--- config.mk ---
export PLATFORM = sky130hd
export DESIGN_NAME = xpc_cell
export DESIGN_NICKNAME = d
export VERILOG_FILES = /design/src/design/xpc_pkg.sv /design/src/design/xpc_mux.sv /design/src/design/xpc_store.sv /design/src/design/xpc_cell.sv
export SDC_FILE = /design/constraint.sdc
export NUM_CORES = 1
export LEC_CHECK = 0
export ABC_AREA = 1
export BUFFER_PORTS_ARGS = -buffer_cell sky130_fd_sc_hd__buf_2
export CAP_MARGIN = 20
export CORE_MARGIN = 1
export CORE_UTILIZATION = 40
export CTS_CLUSTER_SIZE = 40
export DETAILED_ROUTE_END_ITERATION = 12
export HOLD_SLACK_MARGIN = 0.05
export PLACE_DENSITY = 0.75
export SLEW_MARGIN = 20
export SYNTH_ARGS = -nofsm -noshare
export SYNTH_HDL_FRONTEND = slang
export SYNTH_SLANG_ARGS = --single-unit
--- constraint.sdc ---
create_clock -name CLK_I -period 4 [get_ports CLK_I]
set_input_delay 0.8 -clock CLK_I [delete_from_list [all_inputs] [get_ports CLK_I]]
set_output_delay 0.8 -clock CLK_I [all_outputs]
set_load 0.03 [all_outputs]
--- src/design/xpc_pkg.sv ---
package xpc_pkg;

	// ==========================================================
	// sizes
	localparam int GROUP_W   = 20;
	localparam int IDX_W     = 5;
	localparam int RING_LEN  = 80;
	localparam int POS_W     = 7;
	localparam int MUX_N     = 4;
	localparam int DCLK_N    = 2;
	localparam int GCE_N     = 2;
	localparam int ADDR_W    = 8;
	localparam int DATA_W    = 32;

	// ==========================================================
	// register offsets
	localparam logic [ADDR_W-1:0] OFF_MUX   = 8'h00;
	localparam logic [ADDR_W-1:0] OFF_SEL   = 8'h04;
	localparam logic [ADDR_W-1:0] OFF_STORE = 8'h08;
	localparam logic [ADDR_W-1:0] OFF_OUT   = 8'h0C;
	localparam logic [ADDR_W-1:0] OFF_STAT  = 8'h10;
	localparam logic [ADDR_W-1:0] OFF_RING  = 8'h14;

	// ==========================================================
	// select codes, high bit first
	localparam logic [1:0] SEL_CODE_IN0 = 2'h0;
	localparam logic [1:0] SEL_CODE_IN1 = 2'h1;
	localparam logic [1:0] SEL_CODE_IN2 = 2'h3;
	localparam logic [1:0] SEL_CODE_IN3 = 2'h2;

	// ==========================================================
	// types
	typedef enum logic [1:0] {
		XPC_BYPASS,
		XPC_LATCH,
		XPC_REG
	} xpc_store_mode_t;

	typedef struct packed {
		logic [MUX_N-1:0]            casc_en;
		logic [MUX_N-1:0][IDX_W-1:0] dir_idx;
	} xpc_mux_cfg_t;

	typedef struct packed {
		logic             lo_set2;
		logic             hi_set2;
		logic [IDX_W-1:0] lo_idx;
		logic [IDX_W-1:0] hi_idx;
		logic             lo_pol;
		logic             hi_pol;
	} xpc_sel_cfg_t;

	typedef struct packed {
		logic [1:0]       mode;
		logic             place_in;
		logic             comb;
		logic             clk_ded;
		logic [IDX_W-1:0] clk_idx;
		logic             clk_pol;
		logic             ce_glob;
		logic [IDX_W-1:0] ce_idx;
		logic             ce_pol;
	} xpc_store_cfg_t;

	typedef struct packed {
		logic             out_pol;
		logic             open_drain;
		logic             bus_hold;
		logic             const_en;
		logic             const_val;
		logic [IDX_W-1:0] oe_idx;
		logic             oe_pol;
	} xpc_out_cfg_t;

	localparam int MUX_CFG_W   = $bits(xpc_mux_cfg_t);
	localparam int SEL_CFG_W   = $bits(xpc_sel_cfg_t);
	localparam int STORE_CFG_W = $bits(xpc_store_cfg_t);
	localparam int OUT_CFG_W   = $bits(xpc_out_cfg_t);

	// ==========================================================
	// values after reset
	localparam xpc_mux_cfg_t   RST_MUX   = '0;
	localparam xpc_sel_cfg_t   RST_SEL   = '0;
	localparam xpc_store_cfg_t RST_STORE = '0;
	localparam xpc_out_cfg_t   RST_OUT   = '0;

endpackage

--- src/design/xpc_mux.sv ---
module xpc_mux (
	input  wire logic                   clk_i,
	input  wire logic                   rst_n_i,
	input  wire logic [xpc_pkg::MUX_N-1:0] direct_i,
	input  wire logic [xpc_pkg::MUX_N-1:0] casc_i,
	input  wire logic [xpc_pkg::MUX_N-1:0] casc_en_i,
	input  wire logic                   reflected_i,
	input  wire logic [1:0]             sel_i,
	output logic                        mux_o
);

	// ==========================================================
	// cascade substitution
	logic [xpc_pkg::MUX_N-1:0] mapped;
	logic [xpc_pkg::MUX_N-1:0] data;

	for (genvar k = 0; k < xpc_pkg::MUX_N; k++) begin : g_in
		// normal order n-2,n-1,n+1,n+2, reflected reversed
		assign mapped[k] = reflected_i ? casc_i[xpc_pkg::MUX_N-1-k]
		                               : casc_i[k];
		// neighbour takes the direct group's slot
		assign data[k] = casc_en_i[k] ? mapped[k] : direct_i[k];
	end

	// ==========================================================
	// gray coded select
	always_comb begin
		unique case (sel_i)
			xpc_pkg::SEL_CODE_IN0: mux_o = data[0];
			xpc_pkg::SEL_CODE_IN1: mux_o = data[1];
			xpc_pkg::SEL_CODE_IN2: mux_o = data[2];
			xpc_pkg::SEL_CODE_IN3: mux_o = data[3];
		endcase
	end
endmodule

--- src/design/xpc_store.sv ---
module xpc_store (
	input  wire logic                     clk_i,
	input  wire logic                     rst_n_i,
	input  xpc_pkg::xpc_store_mode_t      mode_i,
	input  wire logic                     d_i,
	input  wire logic                     clk_lvl_i,
	input  wire logic                     ce_i,
	output logic                          q_o
);

	// ==========================================================
	// edge detect on the selected clock level
	logic lvl_q;
	logic hold_q;
	logic rise;

	always_ff @(posedge clk_i or negedge rst_n_i) begin
		if (!rst_n_i) begin
			lvl_q <= 1'b0;
		end else begin
			lvl_q <= clk_lvl_i;
		end
	end

	assign rise = clk_lvl_i && !lvl_q;

	// ==========================================================
	// storage element
	always_ff @(posedge clk_i or negedge rst_n_i) begin
		if (!rst_n_i) begin
			hold_q <= 1'b0;
		end else begin
			unique case (mode_i)
				xpc_pkg::XPC_LATCH: if (clk_lvl_i) begin
					hold_q <= d_i;
				end
				xpc_pkg::XPC_REG: if (rise && ce_i) begin
					hold_q <= d_i;
				end
				default: hold_q <= d_i;
			endcase
		end
	end

	always_comb begin
		unique case (mode_i)
			xpc_pkg::XPC_LATCH: q_o = clk_lvl_i ? d_i : hold_q;
			xpc_pkg::XPC_REG:   q_o = hold_q;
			default:            q_o = d_i;
		endcase
	end
endmodule

--- src/design/xpc_cell.sv ---
// Function
// - select 00,01,11,10 forwards data input zero, one, two, three
// - each select bit takes its pin from either select pin set
// - neighbour cascade outputs two above and two below may be chosen
// - a chosen neighbour replaces that data input's direct pin group
// - normal order n-2,n-1,n+1,n+2 for A-D; reflected order reversed
// - ring positions split into a normal half and a reflected half
// - neighbour numbering wraps around the cell ring
// - storage element works as latch, register or bypass
// - output placement: mux feeds storage, storage drives the pin
// - input placement: pin feeds storage, storage drives routing pool
// - combinatorial bit routes mux result around storage to the pin
// - clock from clock set pin or dedicated pin, polarity selectable
// - clock enable from clock set pin or global pin, polarity selectable
// - final output active high or active low
// - open drain output drives low only, releases otherwise
// - bus hold keeps last level when every driver is off
// - clock enable low makes register ignore clock edges
// - output enable from enable pin set with polarity, else tri-state
// - constant high or low drive independent of inputs
//
// Decided for this implementation: the strobed register port and the placing of the registers.
module xpc_cell #(
	parameter int GROUP_W  = xpc_pkg::GROUP_W,
	parameter int RING_LEN = xpc_pkg::RING_LEN,
	parameter int CELL_POS = 0
) (
	input  wire logic                               CLK_I,
	input  wire logic                               RST_N_I,
	input  wire logic [xpc_pkg::ADDR_W-1:0]         REG_ADDR_I,
	input  wire logic [xpc_pkg::DATA_W-1:0]         REG_WDATA_I,
	input  wire logic                               REG_WR_I,
	input  wire logic                               REG_RD_I,
	output logic      [xpc_pkg::DATA_W-1:0]         REG_RDATA_O,
	input  wire logic [xpc_pkg::MUX_N-1:0][GROUP_W-1:0] DIRECT_I,
	input  wire logic [GROUP_W-1:0]                 SELECT_PIN_SET_ONE_I,
	input  wire logic [GROUP_W-1:0]                 SELECT_PIN_SET_TWO_I,
	input  wire logic [GROUP_W-1:0]                 CLK_SET_I,
	input  wire logic [GROUP_W-1:0]                 OE_SET_I,
	input  wire logic [xpc_pkg::DCLK_N-1:0]         DEDICATED_CLOCK_PIN_I,
	input  wire logic [xpc_pkg::GCE_N-1:0]          GLOBAL_CLOCK_ENABLE_PIN_I,
	input  wire logic [xpc_pkg::MUX_N-1:0]          CASCADE_I,
	output logic                                    CASCADE_OUTPUT_O,
	output logic                                    GLOBAL_ROUTING_POOL_O,
	input  wire logic                               PIN_I,
	output logic                                    PIN_O,
	output logic                                    PIN_OE_O,
	output logic                                    KEEP_O,
	output logic                                    KEEP_OE_O
);

	// ==========================================================
	// ring position of this cell and its neighbours
	localparam logic REFLECTED = (CELL_POS >= RING_LEN / 2);

	function automatic logic [xpc_pkg::POS_W-1:0] ring_pos(input int ofs);
		int p;
		p = (CELL_POS + ofs + RING_LEN) % RING_LEN;
		return p[xpc_pkg::POS_W-1:0];
	endfunction

	localparam logic [xpc_pkg::POS_W-1:0] POS_M2 = ring_pos(-2);
	localparam logic [xpc_pkg::POS_W-1:0] POS_M1 = ring_pos(-1);
	localparam logic [xpc_pkg::POS_W-1:0] POS_P1 = ring_pos(1);
	localparam logic [xpc_pkg::POS_W-1:0] POS_P2 = ring_pos(2);

	function automatic logic pick(input logic [GROUP_W-1:0] v,
	                              input logic [xpc_pkg::IDX_W-1:0] i);
		logic r;
		r = 1'b0;
		if (int'(i) < GROUP_W) begin
			r = v[i];
		end
		return r;
	endfunction

	// ==========================================================
	// configuration registers
	xpc_pkg::xpc_mux_cfg_t   mux_cfg_q;
	xpc_pkg::xpc_sel_cfg_t   sel_cfg_q;
	xpc_pkg::xpc_store_cfg_t store_cfg_q;
	xpc_pkg::xpc_out_cfg_t   out_cfg_q;
	logic [xpc_pkg::DATA_W-1:0] rdata_q;
	logic [xpc_pkg::DATA_W-1:0] rdata_d;
	logic                       keep_q;

	always_ff @(posedge CLK_I or negedge RST_N_I) begin
		if (!RST_N_I) begin
			mux_cfg_q <= xpc_pkg::RST_MUX;
		end else if (REG_WR_I && REG_ADDR_I == xpc_pkg::OFF_MUX) begin
			mux_cfg_q <= REG_WDATA_I[xpc_pkg::MUX_CFG_W-1:0];
		end
	end

	always_ff @(posedge CLK_I or negedge RST_N_I) begin
		if (!RST_N_I) begin
			sel_cfg_q <= xpc_pkg::RST_SEL;
		end else if (REG_WR_I && REG_ADDR_I == xpc_pkg::OFF_SEL) begin
			sel_cfg_q <= REG_WDATA_I[xpc_pkg::SEL_CFG_W-1:0];
		end
	end

	always_ff @(posedge CLK_I or negedge RST_N_I) begin
		if (!RST_N_I) begin
			store_cfg_q <= xpc_pkg::RST_STORE;
		end else if (REG_WR_I && REG_ADDR_I == xpc_pkg::OFF_STORE) begin
			store_cfg_q <= REG_WDATA_I[xpc_pkg::STORE_CFG_W-1:0];
		end
	end

	always_ff @(posedge CLK_I or negedge RST_N_I) begin
		if (!RST_N_I) begin
			out_cfg_q <= xpc_pkg::RST_OUT;
		end else if (REG_WR_I && REG_ADDR_I == xpc_pkg::OFF_OUT) begin
			out_cfg_q <= REG_WDATA_I[xpc_pkg::OUT_CFG_W-1:0];
		end
	end

	// ==========================================================
	// select lines
	logic       sel_lo;
	logic       sel_hi;
	logic [1:0] sel;

	always_comb begin
		// either pin set may serve either select bit
		sel_lo = sel_cfg_q.lo_set2
			? pick(SELECT_PIN_SET_TWO_I, sel_cfg_q.lo_idx)
			: pick(SELECT_PIN_SET_ONE_I, sel_cfg_q.lo_idx);
		sel_hi = sel_cfg_q.hi_set2
			? pick(SELECT_PIN_SET_TWO_I, sel_cfg_q.hi_idx)
			: pick(SELECT_PIN_SET_ONE_I, sel_cfg_q.hi_idx);
		sel_lo = sel_lo ^ sel_cfg_q.lo_pol;
		sel_hi = sel_hi ^ sel_cfg_q.hi_pol;
	end

	assign sel = {sel_hi, sel_lo};

	// ==========================================================
	// data multiplexer
	logic [xpc_pkg::MUX_N-1:0] direct;
	logic                      mux_out;

	for (genvar k = 0; k < xpc_pkg::MUX_N; k++) begin : g_dir
		assign direct[k] = pick(DIRECT_I[k], mux_cfg_q.dir_idx[k]);
	end

	xpc_mux u_mux (
		.clk_i       (CLK_I),
		.rst_n_i     (RST_N_I),
		.direct_i    (direct),
		.casc_i      (CASCADE_I),
		.casc_en_i   (mux_cfg_q.casc_en),
		.reflected_i (REFLECTED),
		.sel_i       (sel),
		.mux_o       (mux_out)
	);

	assign CASCADE_OUTPUT_O = mux_out;

	// ==========================================================
	// clock and clock enable sources
	logic clk_lvl;
	logic ce;

	always_comb begin
		clk_lvl = store_cfg_q.clk_ded
			? DEDICATED_CLOCK_PIN_I[store_cfg_q.clk_idx[0]]
			: pick(CLK_SET_I, store_cfg_q.clk_idx);
		clk_lvl = clk_lvl ^ store_cfg_q.clk_pol;
		ce = store_cfg_q.ce_glob
			? GLOBAL_CLOCK_ENABLE_PIN_I[store_cfg_q.ce_idx[0]]
			: pick(CLK_SET_I, store_cfg_q.ce_idx);
		ce = ce ^ store_cfg_q.ce_pol;
	end

	// ==========================================================
	// storage element and its placement
	xpc_pkg::xpc_store_mode_t store_mode;
	logic                     store_d;
	logic                     store_q;

	assign store_mode = (store_cfg_q.mode == 2'h3) ? xpc_pkg::XPC_BYPASS
		: xpc_pkg::xpc_store_mode_t'(store_cfg_q.mode);
	// input path from the pin, output path from the mux
	assign store_d = store_cfg_q.place_in ? PIN_I : mux_out;

	xpc_store u_store (
		.clk_i     (CLK_I),
		.rst_n_i   (RST_N_I),
		.mode_i    (store_mode),
		.d_i       (store_d),
		.clk_lvl_i (clk_lvl),
		.ce_i      (ce),
		.q_o       (store_q)
	);

	// routing pool sees stored pin in input placement
	assign GLOBAL_ROUTING_POOL_O = store_cfg_q.place_in ? store_q : PIN_I;

	// ==========================================================
	// output path
	logic path_out;
	logic final_out;
	logic oe_eff;

	always_comb begin
		// stored value to the pin unless bypassed or in input placement
		path_out = (!store_cfg_q.place_in && !store_cfg_q.comb)
			? store_q : mux_out;
		final_out = out_cfg_q.const_en ? out_cfg_q.const_val
			: path_out ^ out_cfg_q.out_pol;
		oe_eff = out_cfg_q.const_en
			| (pick(OE_SET_I, out_cfg_q.oe_idx) ^ out_cfg_q.oe_pol);
	end

	// open drain never drives high
	assign PIN_O    = out_cfg_q.open_drain ? 1'b0 : final_out;
	assign PIN_OE_O = oe_eff && (!out_cfg_q.open_drain || !final_out);

	// ==========================================================
	// bus keeper
	always_ff @(posedge CLK_I or negedge RST_N_I) begin
		if (!RST_N_I) begin
			keep_q <= 1'b0;
		end else begin
			keep_q <= PIN_I;
		end
	end

	assign KEEP_O    = keep_q;
	assign KEEP_OE_O = out_cfg_q.bus_hold && !PIN_OE_O;

	// ==========================================================
	// register read
	always_comb begin
		rdata_d = '0;
		if (REG_RD_I) begin
			unique case (REG_ADDR_I)
				xpc_pkg::OFF_MUX:   rdata_d[xpc_pkg::MUX_CFG_W-1:0] = mux_cfg_q;
				xpc_pkg::OFF_SEL:   rdata_d[xpc_pkg::SEL_CFG_W-1:0] = sel_cfg_q;
				xpc_pkg::OFF_STORE:
					rdata_d[xpc_pkg::STORE_CFG_W-1:0] = store_cfg_q;
				xpc_pkg::OFF_OUT:   rdata_d[xpc_pkg::OUT_CFG_W-1:0] = out_cfg_q;
				xpc_pkg::OFF_STAT:  rdata_d[9:0] = {ce, clk_lvl, sel, REFLECTED,
					PIN_I, PIN_OE_O, final_out, store_q, mux_out};
				xpc_pkg::OFF_RING:  rdata_d[27:0] = {POS_P2, POS_P1, POS_M1,
					POS_M2};
				default:            rdata_d = '0;
			endcase
		end
	end

	always_ff @(posedge CLK_I or negedge RST_N_I) begin
		if (!RST_N_I) begin
			rdata_q <= '0;
		end else begin
			rdata_q <= rdata_d;
		end
	end

	assign REG_RDATA_O = rdata_q;
endmodule

**Word-level counts from Yosys, hierarchy flattened**

Cells that the tools add are included.

- Bitwise gates (word level): 7
- $lt $le $gt $ge: 20
- Mux-type cells: 62
- Reduce and logical (&&, ||, !) cells: 18
- Equality and inequality tests: 12

Operator list:

| cell | count |
|---|---|
| $pmux W10 S6 | 1 |
| $bmux W1 S5 | 11 |
| $lt A5 B6 Y1 const B | 9 |
| $lt A5 B5 Y1 const B | 9 |
| $mux W1 | 41 |
| $mux W24 | 1 |
| $eq A8 B4 Y1 const B | 2 |
| $eq A8 B5 Y1 const B | 2 |
| $pmux W3 S4 | 1 |
| $pmux W4 S3 | 1 |
| $pmux W6 S2 | 1 |
| $logic_and A1 B1 Y1 | 9 |
| $eq A2 B2 Y1 const B | 4 |
| $eq A8 B3 Y1 const B | 1 |
| $logic_not A8 Y1 | 1 |
| $logic_not A1 Y1 | 6 |
| $xor A1 B1 Y1 | 6 |
| $pmux W1 S5 | 1 |
| $eq A2 B1 Y1 const B | 2 |
| $lt A1 B2 Y1 const B | 2 |
| $pmux W1 S2 | 2 |
| $pmux W1 S4 | 1 |
| $logic_not A2 Y1 | 1 |
| $mux W2 | 1 |
| 3 further kinds | 3 |

- Output and inout bits: 38
- Logic and storage cells: 150
- Input bits: 213
- Register bits after elaboration: 102

**Longest topological paths before layout**

Gate-level depths: netlist of the first run.

- Depth in word-level cells: 18
- Gate-level depth with buffers: 28
- Depth with buffers taken out: 27

**Modules after synthesis**

Synthesis of the first run repeated with hierarchy kept, for this count alone.

- Cell total of the unflattened synthesis: 1018
- Area, all modules: 6667.6 sq um

Modules (own cells, without submodules):

| module | cells each | area each (sq um) | sequential area each (sq um) | instances |
|---|---|---|---|---|
| xpc_cell | 967 | 6381.1 | 2302.2 | 1 |
| xpc_store | 23 | 156.4 | 50.0 | 1 |
| xpc_mux | 28 | 130.1 | 0.0 | 1 |

**Least setup slack after synthesis of the first run**

OpenSTA, ideal clock, no wires.

- Path kind: input-to-output
- Start: in CLK_SET_I[12]
- End: out KEEP_OE_O
- Cell stages on the path: 21
- Required time: 3200 ps
- Arrival: 2682 ps
- Path slack: 518 ps
- Path buffers: 0
- Cells stage by stage: or2_2 -> nand3_1 -> nand3_1 -> nand3_1 -> and3_1 -> o21bai_2 -> nand2_1 -> nand2_1 -> nand2_1 -> nand3_1 -> nand2_1 -> nand2_1 -> nand2_2 -> nand2_2 -> nand2_1 -> nand2_1 -> nand3_2 -> nand3_2 -> nand2_1 -> inv_2 -> nor2_2

- Longest elaborated chain between the ends: 15

RTL lines:

| item | RTL line | text |
|---|---|---|
| start, declared | xpc_cell.sv:38 | `input wire logic [GROUP_W-1:0] CLK_SET_I,` |
| $bmux W1 S5 | xpc_cell.sv:72 | `r = v[i];` |
| $mux W1 (not written as such) | xpc_cell.sv:72 |  |
| $mux W1 | xpc_cell.sv:71 | `if (int'(i) < GROUP_W) begin` |
| $mux W1 | xpc_cell.sv:168 | `? DEDICATED_CLOCK_PIN_I[store_cfg_q.clk_idx[0]]` |
| $xor A1 B1 Y1 | xpc_cell.sv:170 | `clk_lvl = clk_lvl ^ store_cfg_q.clk_pol;` |
| named net clk_lvl | xpc_cell.sv:163 | `logic clk_lvl;` |
| $mux W1 | xpc_store.sv:47 | `xpc_pkg::XPC_LATCH: q_o = clk_lvl_i ? d_i : hold_q;` |
| $pmux W1 S2 | xpc_store.sv:46 | `unique case (mode_i)` |
| $mux W1 | xpc_cell.sv:210 | `? store_q : mux_out;` |
| $xor A1 B1 Y1 | xpc_cell.sv:212 | `: path_out ^ out_cfg_q.out_pol;` |
| $mux W1 | xpc_cell.sv:211 | `final_out = out_cfg_q.const_en ? out_cfg_q.const_val` |
| $logic_not A1 Y1 | xpc_cell.sv:219 | `assign PIN_OE_O = oe_eff && (!out_cfg_q.open_drain \|\| !final_out);` |
| $logic_or A1 B1 Y1 | xpc_cell.sv:219 |  |
| $logic_and A1 B1 Y1 | xpc_cell.sv:219 |  |
| named net PIN_OE_O | xpc_cell.sv:47 | `output logic PIN_OE_O,` |
| $logic_not A1 Y1 | xpc_cell.sv:232 | `assign KEEP_OE_O = out_cfg_q.bus_hold && !PIN_OE_O;` |
| $logic_and A1 B1 Y1 | xpc_cell.sv:232 |  |
| end, declared | xpc_cell.sv:49 | `output logic KEEP_OE_O` |

The timed path passes the listed nets, and every way through them passes these cells. The select of a mux whose other input is x is not followed.

**Final worst setup path of the first run**

- Start: reg sel_cfg_q[2] in the netlist's numbering
- End: out KEEP_OE_O

- Longest elaborated chain between the ends: 18
- Elaborated cells on any way between the ends: 25
- Those cells by class: 1 x order compare; 3 x eq/ne; 13 x mux; 2 x bitwise; 6 x reduce/logical

RTL lines:

| item | RTL line | text |
|---|---|---|
| start, declared | xpc_cell.sv:80 | `xpc_pkg::xpc_sel_cfg_t sel_cfg_q;` |
| start signal, assigned | xpc_cell.sv:97 | `sel_cfg_q <= xpc_pkg::RST_SEL;` |
| start signal, assigned | xpc_cell.sv:99 | `sel_cfg_q <= REG_WDATA_I[xpc_pkg::SEL_CFG_W-1:0];` |
| $bmux W1 S5 | xpc_cell.sv:72 |  |
| $mux W1 (not written as such) | xpc_cell.sv:72 |  |
| $mux W1 | xpc_cell.sv:71 |  |
| $mux W1 (*) | xpc_cell.sv:131 | `? pick(SELECT_PIN_SET_TWO_I, sel_cfg_q.hi_idx)` |
| $xor A1 B1 Y1 (*) | xpc_cell.sv:134 | `sel_hi = sel_hi ^ sel_cfg_q.hi_pol;` |
| $eq A2 B2 Y1, or another cell as far along | xpc_mux.sv:28 | `unique case (sel_i)` |
| $pmux W1 S4 (*) | xpc_mux.sv:28 |  |
| $mux W1 | xpc_cell.sv:186 | `assign store_d = store_cfg_q.place_in ? PIN_I : mux_out;` |
| [... 2 more ...] | -- |  |
| $mux W1 (*) | xpc_cell.sv:210 |  |
| $xor A1 B1 Y1 (*) | xpc_cell.sv:212 |  |
| $mux W1 (*) | xpc_cell.sv:211 |  |
| $logic_not A1 Y1 (*) | xpc_cell.sv:219 |  |
| $logic_or A1 B1 Y1 (*) | xpc_cell.sv:219 |  |
| $logic_and A1 B1 Y1 (*) | xpc_cell.sv:219 |  |
| $logic_not A1 Y1 (*) | xpc_cell.sv:232 |  |
| $logic_and A1 B1 Y1 (*) | xpc_cell.sv:232 |  |

Mark *: on every way between the ends. The rest lies on a longest branch, timed or not. The select of a mux whose other input is x is not followed.

==> flow_summary.ini, run 1 <==
[sta]
fin_tns_setup_ns = 0
period_share_pct = 98.3
holdWs_ns = 0.517
finClkSkew_ns = 0.00663
timing.slew.headroom_pct = 37.8
setup_viol = 0
report.final.slew_viol_count = 0
tightest_slew_ns = 0.932
min_period_ns = 3.93
hold_violations = 0
fmax_mhz = 254
rsz0062_at_grt = yes

[critical_path]
crit_arrival_ns = 3.13
rrSetupSlack_ns = 1.14
r2r_cells = 25
endpoint_kind = output port
cp_slowest_cell = dfrtp_2
regToRegEndpoint = REG_RDATA_O[3]
slowest_delay_ns = 0.53
crit_type = flip-flop to output port
cp_max_fo = 6
r2r-start = sel_cfg_q[2]
required_ns = 3.20
critPathLaunchType = flip-flop

[drt]
wl_um = 21600
drtPass1Iterations = 5
vias_per_cell = 5.20
drc = 0
vias = 7519
antenna_left = 0
first_iter_violations = 584
post_drt_wl_per_cell_um = 15.0

[clock_network]
cts-htree-levels = 3
hold_buffers = 0
cts_buffer_depth = 2
cts_buffers = 9
cts_tree = yes
cts.sink_count = 94
clkLatencyLatePin_ns = 0.34
cts.clk_slew.worst_paths_ns = 0.07
cts_root_buffer = clkbuf_16

[place]
place.gp.congestion = 0.911
dp_hpwl_um = 16500
io_buffer_count = 234
placement.cell_area_um2 = 7870

[synthesis]
synth_cell_type_count = 44
synth_seq_area_share_pct = 35.9
synth_area_um2 = 6550
yosysWarnings = 0
synthCells = 994
synth_seq_cells = 94
postSynthAreaPerCell_um2 = 6.59

[global_routing]
grt_max_degree = 74
grt_overflow = 0
grt_pass1_wl_um = 32400
grt_pass1_vias = 6623
grt_use_total_pct = 24.7
antenna_found_initial = 0

[cells_and_area]
fill_cells = 1612
stdcell_area_um2 = 8470
area_growth_pct = 29.3
n_antenna_cell = 0
drive_gt1_share_pct = 27.2
fin_nets = 1440
postLayoutCoreUtil_pct = 53.1

[die]
io_pins = 251
die_w_um = 130
rows = 46
die_h_um = 130
die-area_um2 = 16900
initial_core_util_pct = 41.1
core_um2 = 15900

[power]
leakage_nw = 4.33
peakVddDrop_mv = 0.174
powerDensity_nw_per_um2 = 290

[hold_path]
min_to = sel_cfg_q[12]
hp-class = flip-flop to flip-flop
worstHoldStart = sel_cfg_q[12]
whs_path_depth = 2

[run_status]
status = finished clean

[job]
max-cap-violations = 0
## cell usage after synthesis, drive strengths merged
cell    count  share of area, %
a221oi      9               1.2
a31o        1              0.13
nand4       4              0.38
inv       126               7.3
a41oi       3              0.40
o211ai     17               1.9
o21bai      1              0.17
a221o       1              0.15
nand3      93               7.6
clkinv      7              0.40
nand3b      2              0.23
clkbuf     20               1.2
o221ai      3              0.40
or2         2              0.19
mux2        1              0.17
and2        1             0.096
buf        26               3.1
and3        1             0.096
nor3        3              0.23
dfrtp      94                36
nor4        2              0.29
ha          2              0.38
o22ai      19               1.8
o41ai       1              0.13
xor2        1              0.13
a211oi      2              0.23
a21oi      44               3.4
nor2       94               5.5
o31ai       1              0.11
conb        1             0.057
nand2     268                16
o21ai     144                11
## registers in the layout (all words and copies together), names as in the netlist
signal          flops
out_cfg_q          11
sel_cfg_q          14
KEEP_O              1
REG_RDATA_O        24
store_cfg_q        18
mux_cfg_q          24
u_store.lvl_q       1
u_store.hold_q      1
## per-stage QoR
| stage | worst slack, ns | power, mW | std cells |
|---|---|---|---|
| floorplan | 0.518 | 1.37 | 1001 |
| global placement | 0.213 | 1.58 | 1421 |
| detailed placement | 0.121 | 1.59 | 1421 |
| CTS | 0.0285 | 2.39 | 1437 |
| global route | -0.0851 | 2.57 | 1446 |
| finish | 0.0699 | 2.46 | 1446 |
## per-layer routing
layer	up-vias	GRT usage [%]	routed length, um	part of all wire [%]
met5	-	0	0	0
met4	0	9.71	609	2.8
met3	51	3.36	1700	7.8
met2	367	41.0	10300	47
met1	3378	32.7	9060	42
li1	3723	-	-	-
## where the power goes
part	internal (mW)	total [mW]	switching [mW]
clock network	0.440	0.807	0.368
logic	0.250	0.610	0.360
registers	0.989	1.04	0.0510
total	1.68	2.46	0.778
## cells by family after synthesis
family / count (synthesis) / share of synthesized area [%]
AND/OR/NAND/NOR: 470 / 30.2
AO/OA/AOI/OAI: 246 / 21.2
buffers and inverters: 179 / 12.0
flip-flops: 94 / 35.9
adder cells (fa/ha/maj): 2 / 0.382
other: 1 / 0.0572
XOR/XNOR: 1 / 0.134
multiplexers: 1 / 0.172
## layout make-up
type / instances / area (um^2) / area share (%)
clock buffers: 11 / 243 / 2.86
clock inverters: 5 / 32.5 / 0.384
inverters: 133 / 515 / 6.08
multi-input cells: 728 / 3580 / 42.3
flip-flops and latches: 94 / 2360 / 27.8
well taps: 216 / 270 / 3.19
repair buffers: 259 / 1470 / 17.4
## how the worst max path moves through the flow
stage,slack [ns],cells past startpoint,from,end
finish,0.07,26,sel_cfg_q[2],KEEP_OE_O
detailed placement,0.12,27,SELECT_PIN_SET_TWO_I[1],KEEP_OE_O
CTS,0.03,26,sel_cfg_q[7],KEEP_OE_O
floorplan,0.52,21,CLK_SET_I[12],KEEP_OE_O
global route,-0.09,26,sel_cfg_q[2],KEEP_OE_O
global placement,0.21,28,SELECT_PIN_SET_TWO_I[1],KEEP_OE_O
## worst max-delay path, delay by kind of cell, from the launching register on
| family | cells | cell delay [ns] |
|---|---|---|
| simple gates | 23 | 1.82 |
| flops | 1 | 0.53 |
| buf+inv | 3 | 0.43 |
## what timing repair did
item	4_1_cts	5_1_grt
pin swaps	0	12
resized for setup	3	51
cloned	0	3
buffers inserted	0	5
endpoints found under the setup margin	3	3
## cells in the final DEF (no fill, tap or decap), types with 4 or more instances in the layout
cell,Yosys,layout
nand2_2,8,12
nand3_2,6,17
clkbuf_16,0,12
nand2_4,0,8
inv_1,121,120
clkinv_1,7,6
o21ai_1,4,4
o211ai_1,17,17
clkinv_2,0,4
nand2_1,260,248
conb_1,1,8
nor2_1,92,92
a221oi_1,9,9
a21oi_1,43,43
nand4_1,4,4
buf_4,10,21
dfrtp_2,0,4
o21ai_0,139,139
buf_2,8,230
o22ai_1,19,19
dfrtp_1,94,90
nand3_1,87,75
Power figures use the tool's default switching activity.
==> run 2: changes to the inputs <==
- RECOVER_POWER: unset -> 100
==> run 2 against run 1 <==
The flow now finishes with violations (max-capacitance violations, max-slew violations). Via count up 0.59%. Sequential share of layout area grew 0.30 points. Hold slack gained 0.0051 ns. Register-to-register slack about the same.
==> flow_summary.ini, run 2 (same netlist as run 1, synthesis figures left out) <==
[hold_path]
hp-class = flip-flop to flip-flop

[clock_network]
cts.sink_count = 94
cts-htree-levels = 3
clkLatencyLatePin_ns = 0.35
cts_tree = yes
cts_buffer_depth = 2
cts_root_buffer = clkbuf_16
cts_buffers = 9
cts.clk_slew.worst_paths_ns = 0.07

[global_routing]
grt_overflow = 0
grtUsageMet1_pct = 32.7
grt_max_degree = 74
grt.busiest_layer = met2
grt_pass1_vias = 6623
antenna_found_initial = 0
grt_use_total_pct = 24.7
use_met2_pct = 41.0
gr-usage-met3_pct = 3.36
grt_pass1_wl_um = 32400

[cells_and_area]
fill_cells = 1648
drive_gt1_share_pct = 24.3
area_growth_pct = 27.9
n_antenna_cell = 0
mostFrequentLayoutCells = nand2_1 (248), buf_2 (204), o21ai_0 (139), inv_1 (120), nor2_1 (92)
fin_nets = 1440
final_common_cell = nand2_1

[power]
total_power_mw = 2.46
peakVddDrop_mv = 0.173
powerDensity_nw_per_um2 = 293
leakage_nw = 4.18

[critical_path]
endpoint_kind = output port
required_ns = 3.20
crit_arrival_ns = 3.15
cp_max_fo = 6
critPathLaunchType = flip-flop
crit_type = flip-flop to output port

[sta]
setup_viol = 0
fmax_mhz = 253
timing.slew.headroom_pct = -20.6
finClkSkew_ns = 0.00597
hold_violations = 0
period_share_pct = 98.7
rsz0062_at_grt = yes
report.final.slew_viol_count = 74
min_period_ns = 3.95
tightest_slew_ns = 1.81
fin_ws_ns = 0.0537

[die]
die-area_um2 = 16900
rows = 46
core_um2 = 15900
io_pins = 251
initial_core_util_pct = 41.1
die_h_um = 130
die_w_um = 130

[drt]
first_iter_violations = 602
vias = 7563
wl_um = 21700
drc = 0
post_drt_wl_per_cell_um = 15.0
drtPass1Iterations = 5
antenna_left = 0
vias_per_cell = 5.23

[place]
place.gp.congestion = 0.911
place_ws_ns = 0.121
io_buffer_count = 234
dp_hpwl_um = 16500

[job]
max-cap-violations = 1

[run_status]
violations = max-capacitance violations, max-slew violations
status = finished with violations
## run 2: cell count changes in the layout (fill, tap and decap cells not counted), sizes merged
cell,change
clkbuf,+35
buf,-35
## run 2: repair_timing
item	CTS	global route
hold endpoints to repair	0	0
hold buffers	0	0
pin swaps	0	12
endpoints found under the setup margin	3	3
buffers inserted	0	5
gates resized for setup	3	51
gates cloned	0	3
## run 2: area by class of cell
| type | count | area [um^2] | area share (%) |
|---|---|---|---|
| Inverter | 133 | 515 | 6.15 |
| Tap cell | 216 | 270 | 3.22 |
| Timing Repair Buffer | 259 | 1390 | 16.6 |
| Clock inverter | 5 | 32.5 | 0.388 |
| Sequential cell | 94 | 2360 | 28.1 |
| Multi-Input combinational cell | 728 | 3570 | 42.6 |
| Clock buffer | 11 | 243 | 2.90 |
## run 2: path summary, 6_finish.rpt
kind	cells after the start	from	slack, ns	end
worst min-delay path	2	sel_cfg_q[12]	0.52	sel_cfg_q[12]
worst min register to register	2	sel_cfg_q[12]	0.52	sel_cfg_q[12]
min in group asynchronous	1	RST_N_I	0.93	mux_cfg_q[19]
worst max-delay path	26	sel_cfg_q[2]	0.05	KEEP_OE_O
worst max register to register	25	sel_cfg_q[2]	1.13	REG_RDATA_O[3]
max in group asynchronous	2	RST_N_I	1.22	REG_RDATA_O[16]
## run 2: worst max-delay path, cell delays in order (launching register included)
cell and delay (ns):
dfrtp_2 0.54, clkbuf_16 0.21, nor2_1 0.04, nor2_1 0.09, nand2_1 0.07, nand3_1 0.09, nand3_2 0.08, nand2_2 0.08
nand2_2 0.06, nand2_4 0.11, nand2_4 0.07, nand2_4 0.07, nand3_2 0.07, nand3_2 0.09, nand3_2 0.10, and2_4 0.16
nand2_4 0.06, nand2_4 0.06, nand2_4 0.07, nand2_1 0.05, nand2_1 0.10, nand3_2 0.11, nand3_2 0.09, nand2_2 0.07
inv_2 0.09, nor2_2 0.04, buf_6 0.13
## run 2: per-layer routing
| metal | wire length (um) | up-vias |
|---|---|---|
| met3 | 1890 | 51 |
| met5 | 0 | - |
| met4 | 672 | 0 |
| met2 | 10200 | 402 |
| met1 | 8940 | 3387 |
| li1 | - | 3723 |
## run 2: metrics by stage
step           utilization, %  instance area, um^2  hold slack (ns)  cells  TNS [ns]
6_report                 52.6                 8380            0.522   1446         0
5_1_grt                  52.6                 8380            0.561   1446    -0.167
4_1_cts                  51.2                 8160            0.513   1437         0
3_5_place_dp             49.4                 7870            0.497   1421         0
3_3_place_gp             49.4                 7870            0.488   1421         0
2_1_floorplan               -                 6580            0.468   1001         0
## run 2: power breakdown
| group | leakage, nW | total, mW | switching, mW | internal, mW |
|---|---|---|---|---|
| Combinational | 2.77 | 0.608 | 0.359 | 0.249 |
| Sequential | 1.26 | 1.04 | 0.0514 | 0.989 |
| Clock | 0.140 | 0.810 | 0.370 | 0.440 |
| Total | 4.18 | 2.46 | 0.780 | 1.68 |
==> run 3: changes to the inputs <==
- clock period: 4 -> 4.9 ns (I/O delays scaled with it)
==> run 3 against run 2 <==
The flow still finishes with violations (max-capacitance violations, max-slew violations). Non-clock buffer count decreased by 17. Total power decreased by 13%. First-iteration DRC count decreased by 3.7%. Sequential share of layout area increased by 0.95 points. Hold slack got worse by 0.0038 ns. Sequential cell count unchanged. Via count decreased by 2.1%. Utilization decreased by 1.8 points. Critical endpoint unchanged. Largest power group unchanged.
==> flow_summary.ini, run 3 (same netlist as run 1, synthesis figures left out) <==
[drt]
vias_per_cell = 5.18
drc = 0
wl_um = 21300
drtPass1Iterations = 5
first_iter_violations = 580
vias = 7407
post_drt_wl_per_cell_um = 14.9
antenna_left = 0

[critical_path]
worstSetupEndpoint = KEEP_OE_O
rrSetupSlack_ns = 1.72
required_ns = 3.92
crit_type = flip-flop to output port
crit_start = sel_cfg_q[8]
r2r-start = sel_cfg_q[8]
endpoint_kind = output port
cp_max_fo = 17
crit_arrival_ns = 3.66
r2r_cells = 24
regToRegEndpoint = REG_RDATA_O[3]
critPathLaunchType = flip-flop

[clock_network]
cts.sink_count = 94
cts_buffer_depth = 2
cts.clk_slew.worst_paths_ns = 0.06
cts_root_buffer = clkbuf_16
cts_buffers = 9
cts-htree-levels = 3
cts_tree = yes
cts.repair.resized = 0
cts_setup_buffers = 0
hold_buffers = 0
clkLatencyLatePin_ns = 0.34

[global_routing]
antenna_found_initial = 1
grt_overflow = 0
grt.busiest_layer = met2
grt_max_degree = 67
grtUsageMet1_pct = 32.1
gr-usage-met3_pct = 3.98
use_met2_pct = 41.2
grt_use_total_pct = 24.7
grt_pass1_vias = 6640
grt_pass1_wl_um = 32400

[power]
powerDensity_nw_per_um2 = 263
switchingPower_uw = 605
combPwrFrac_pct = 20.4
p_int_mw = 1.52
peakVddDrop_mv = 0.195
seqPwrFrac_pct = 40.1
leakage_nw = 4.05
pwr-share-clk_pct = 39.5
switching_share_pct = 28.5

[cells_and_area]
postLayoutCoreUtil_pct = 50.7
multi_input_area_um2 = 3430
area_growth_pct = 23.5
drive_gt1_share_pct = 20.5
fill_cells = 1624
instances_no_fill = 1429
fin_nets = 1423
final_common_cell = nand2_1
seqCellArea_um2 = 2350
mostFrequentLayoutCells = nand2_1 (260), buf_2 (203), o21ai_0 (139), inv_1 (122), dfrtp_1 (94)

[hold_path]
whs_path_depth = 2
hp-class = flip-flop to flip-flop

[sta]
holdWs_ns = 0.518
fin_tns_setup_ns = 0
fmax_mhz = 216
tightest_slew_ns = 3.57
finClkSkew_ns = 0.00625
setup_viol = 0
report.final.slew_viol_count = 67
timing.slew.headroom_pct = -138
rsz0062_at_grt = no
min_period_ns = 4.64
period_share_pct = 94.6
hold_violations = 0

[run_status]
status = finished with violations
violations = max-capacitance violations, max-slew violations

[place]
dp_hpwl_um = 16600
io_buffer_count = 234
dp_cells = 1413
place.gp.congestion = 0.917

[die]
die-area_um2 = 16900
io_pins = 251
die_w_um = 130
core_um2 = 15900
die_h_um = 130
rows = 46
initial_core_util_pct = 41.1

[job]
max-cap-violations = 1
[run 3: per-stage QoR]
stage                     worst slack, ns  cell area [um^2]  power (mW)
final                               0.264              8090        2.13
after global routing               0.0258              8090        2.21
after CTS                           0.339              8150        2.13
after detailed placement            0.635              7800        1.30
after global placement              0.740              7800        1.29
after floorplan                      1.06              6580        1.12
[run 3: layout make-up]
type                       instances  share of cell area (%)
inverter                         133                    6.23
clock buffer                      11                    2.88
antenna                            1                  0.0309
clock inverter                     4                    1.48
tap                              216                    3.34
timing repair buffer             242                    14.6
sequential                        94                    29.1
multi-input combinational        728                    42.4
[run 3: worst min-delay path by stage]
| stage | start | endpoint | slack [ns] |
|---|---|---|---|
| floorplan | out_cfg_q[4] | out_cfg_q[4] | 0.47 |
| global placement | sel_cfg_q[12] | sel_cfg_q[12] | 0.49 |
| detailed placement | out_cfg_q[4] | out_cfg_q[4] | 0.50 |
| CTS | out_cfg_q[4] | out_cfg_q[4] | 0.51 |
| global route | out_cfg_q[0] | out_cfg_q[0] | 0.56 |
| finish | sel_cfg_q[12] | sel_cfg_q[12] | 0.52 |
[run 3: metal layers]
| metal | wire length, um | vias to the layer above | share of wire [%] |
|---|---|---|---|
| li1 | - | 3676 | - |
| met1 | 8890 | 3318 | 42 |
| met2 | 9980 | 363 | 47 |
| met3 | 1820 | 50 | 8.5 |
| met4 | 595 | 0 | 2.8 |
| met5 | 0 | - | 0 |
[run 3: power by group through the flow]
stage               clock network (mW)  registers, mW  logic [mW]
floorplan                            0          0.844       0.277
global placement                     0          0.865       0.422
detailed placement                   0          0.866       0.431
CTS                              0.841          0.851       0.433
global route                     0.872          0.857       0.483
finish                           0.840          0.853       0.433
[run 3: critical path: stages, from the launching register on]
cell,delay (ns)
dfrtp_1,0.76
inv_1,0.30
o211ai_1,0.17
nand2_1,0.09
nand2_1,0.07
nand2_1,0.05
clkinv_1,0.04
nand2_1,0.05
nand2_1,0.06
nand2_1,0.09
nand2_1,0.10
nand2_1,0.05
nand2_1,0.13
nand3_2,0.12
nand3_2,0.09
nand3_1,0.07
nand2_1,0.09
nand2_1,0.10
nand2_2,0.09
nand2_2,0.06
nand2_1,0.07
nand2_1,0.06
nand3_2,0.09
nand3_2,0.09
nand2_1,0.11
inv_2,0.05
nor2_2,0.06
buf_2,0.20
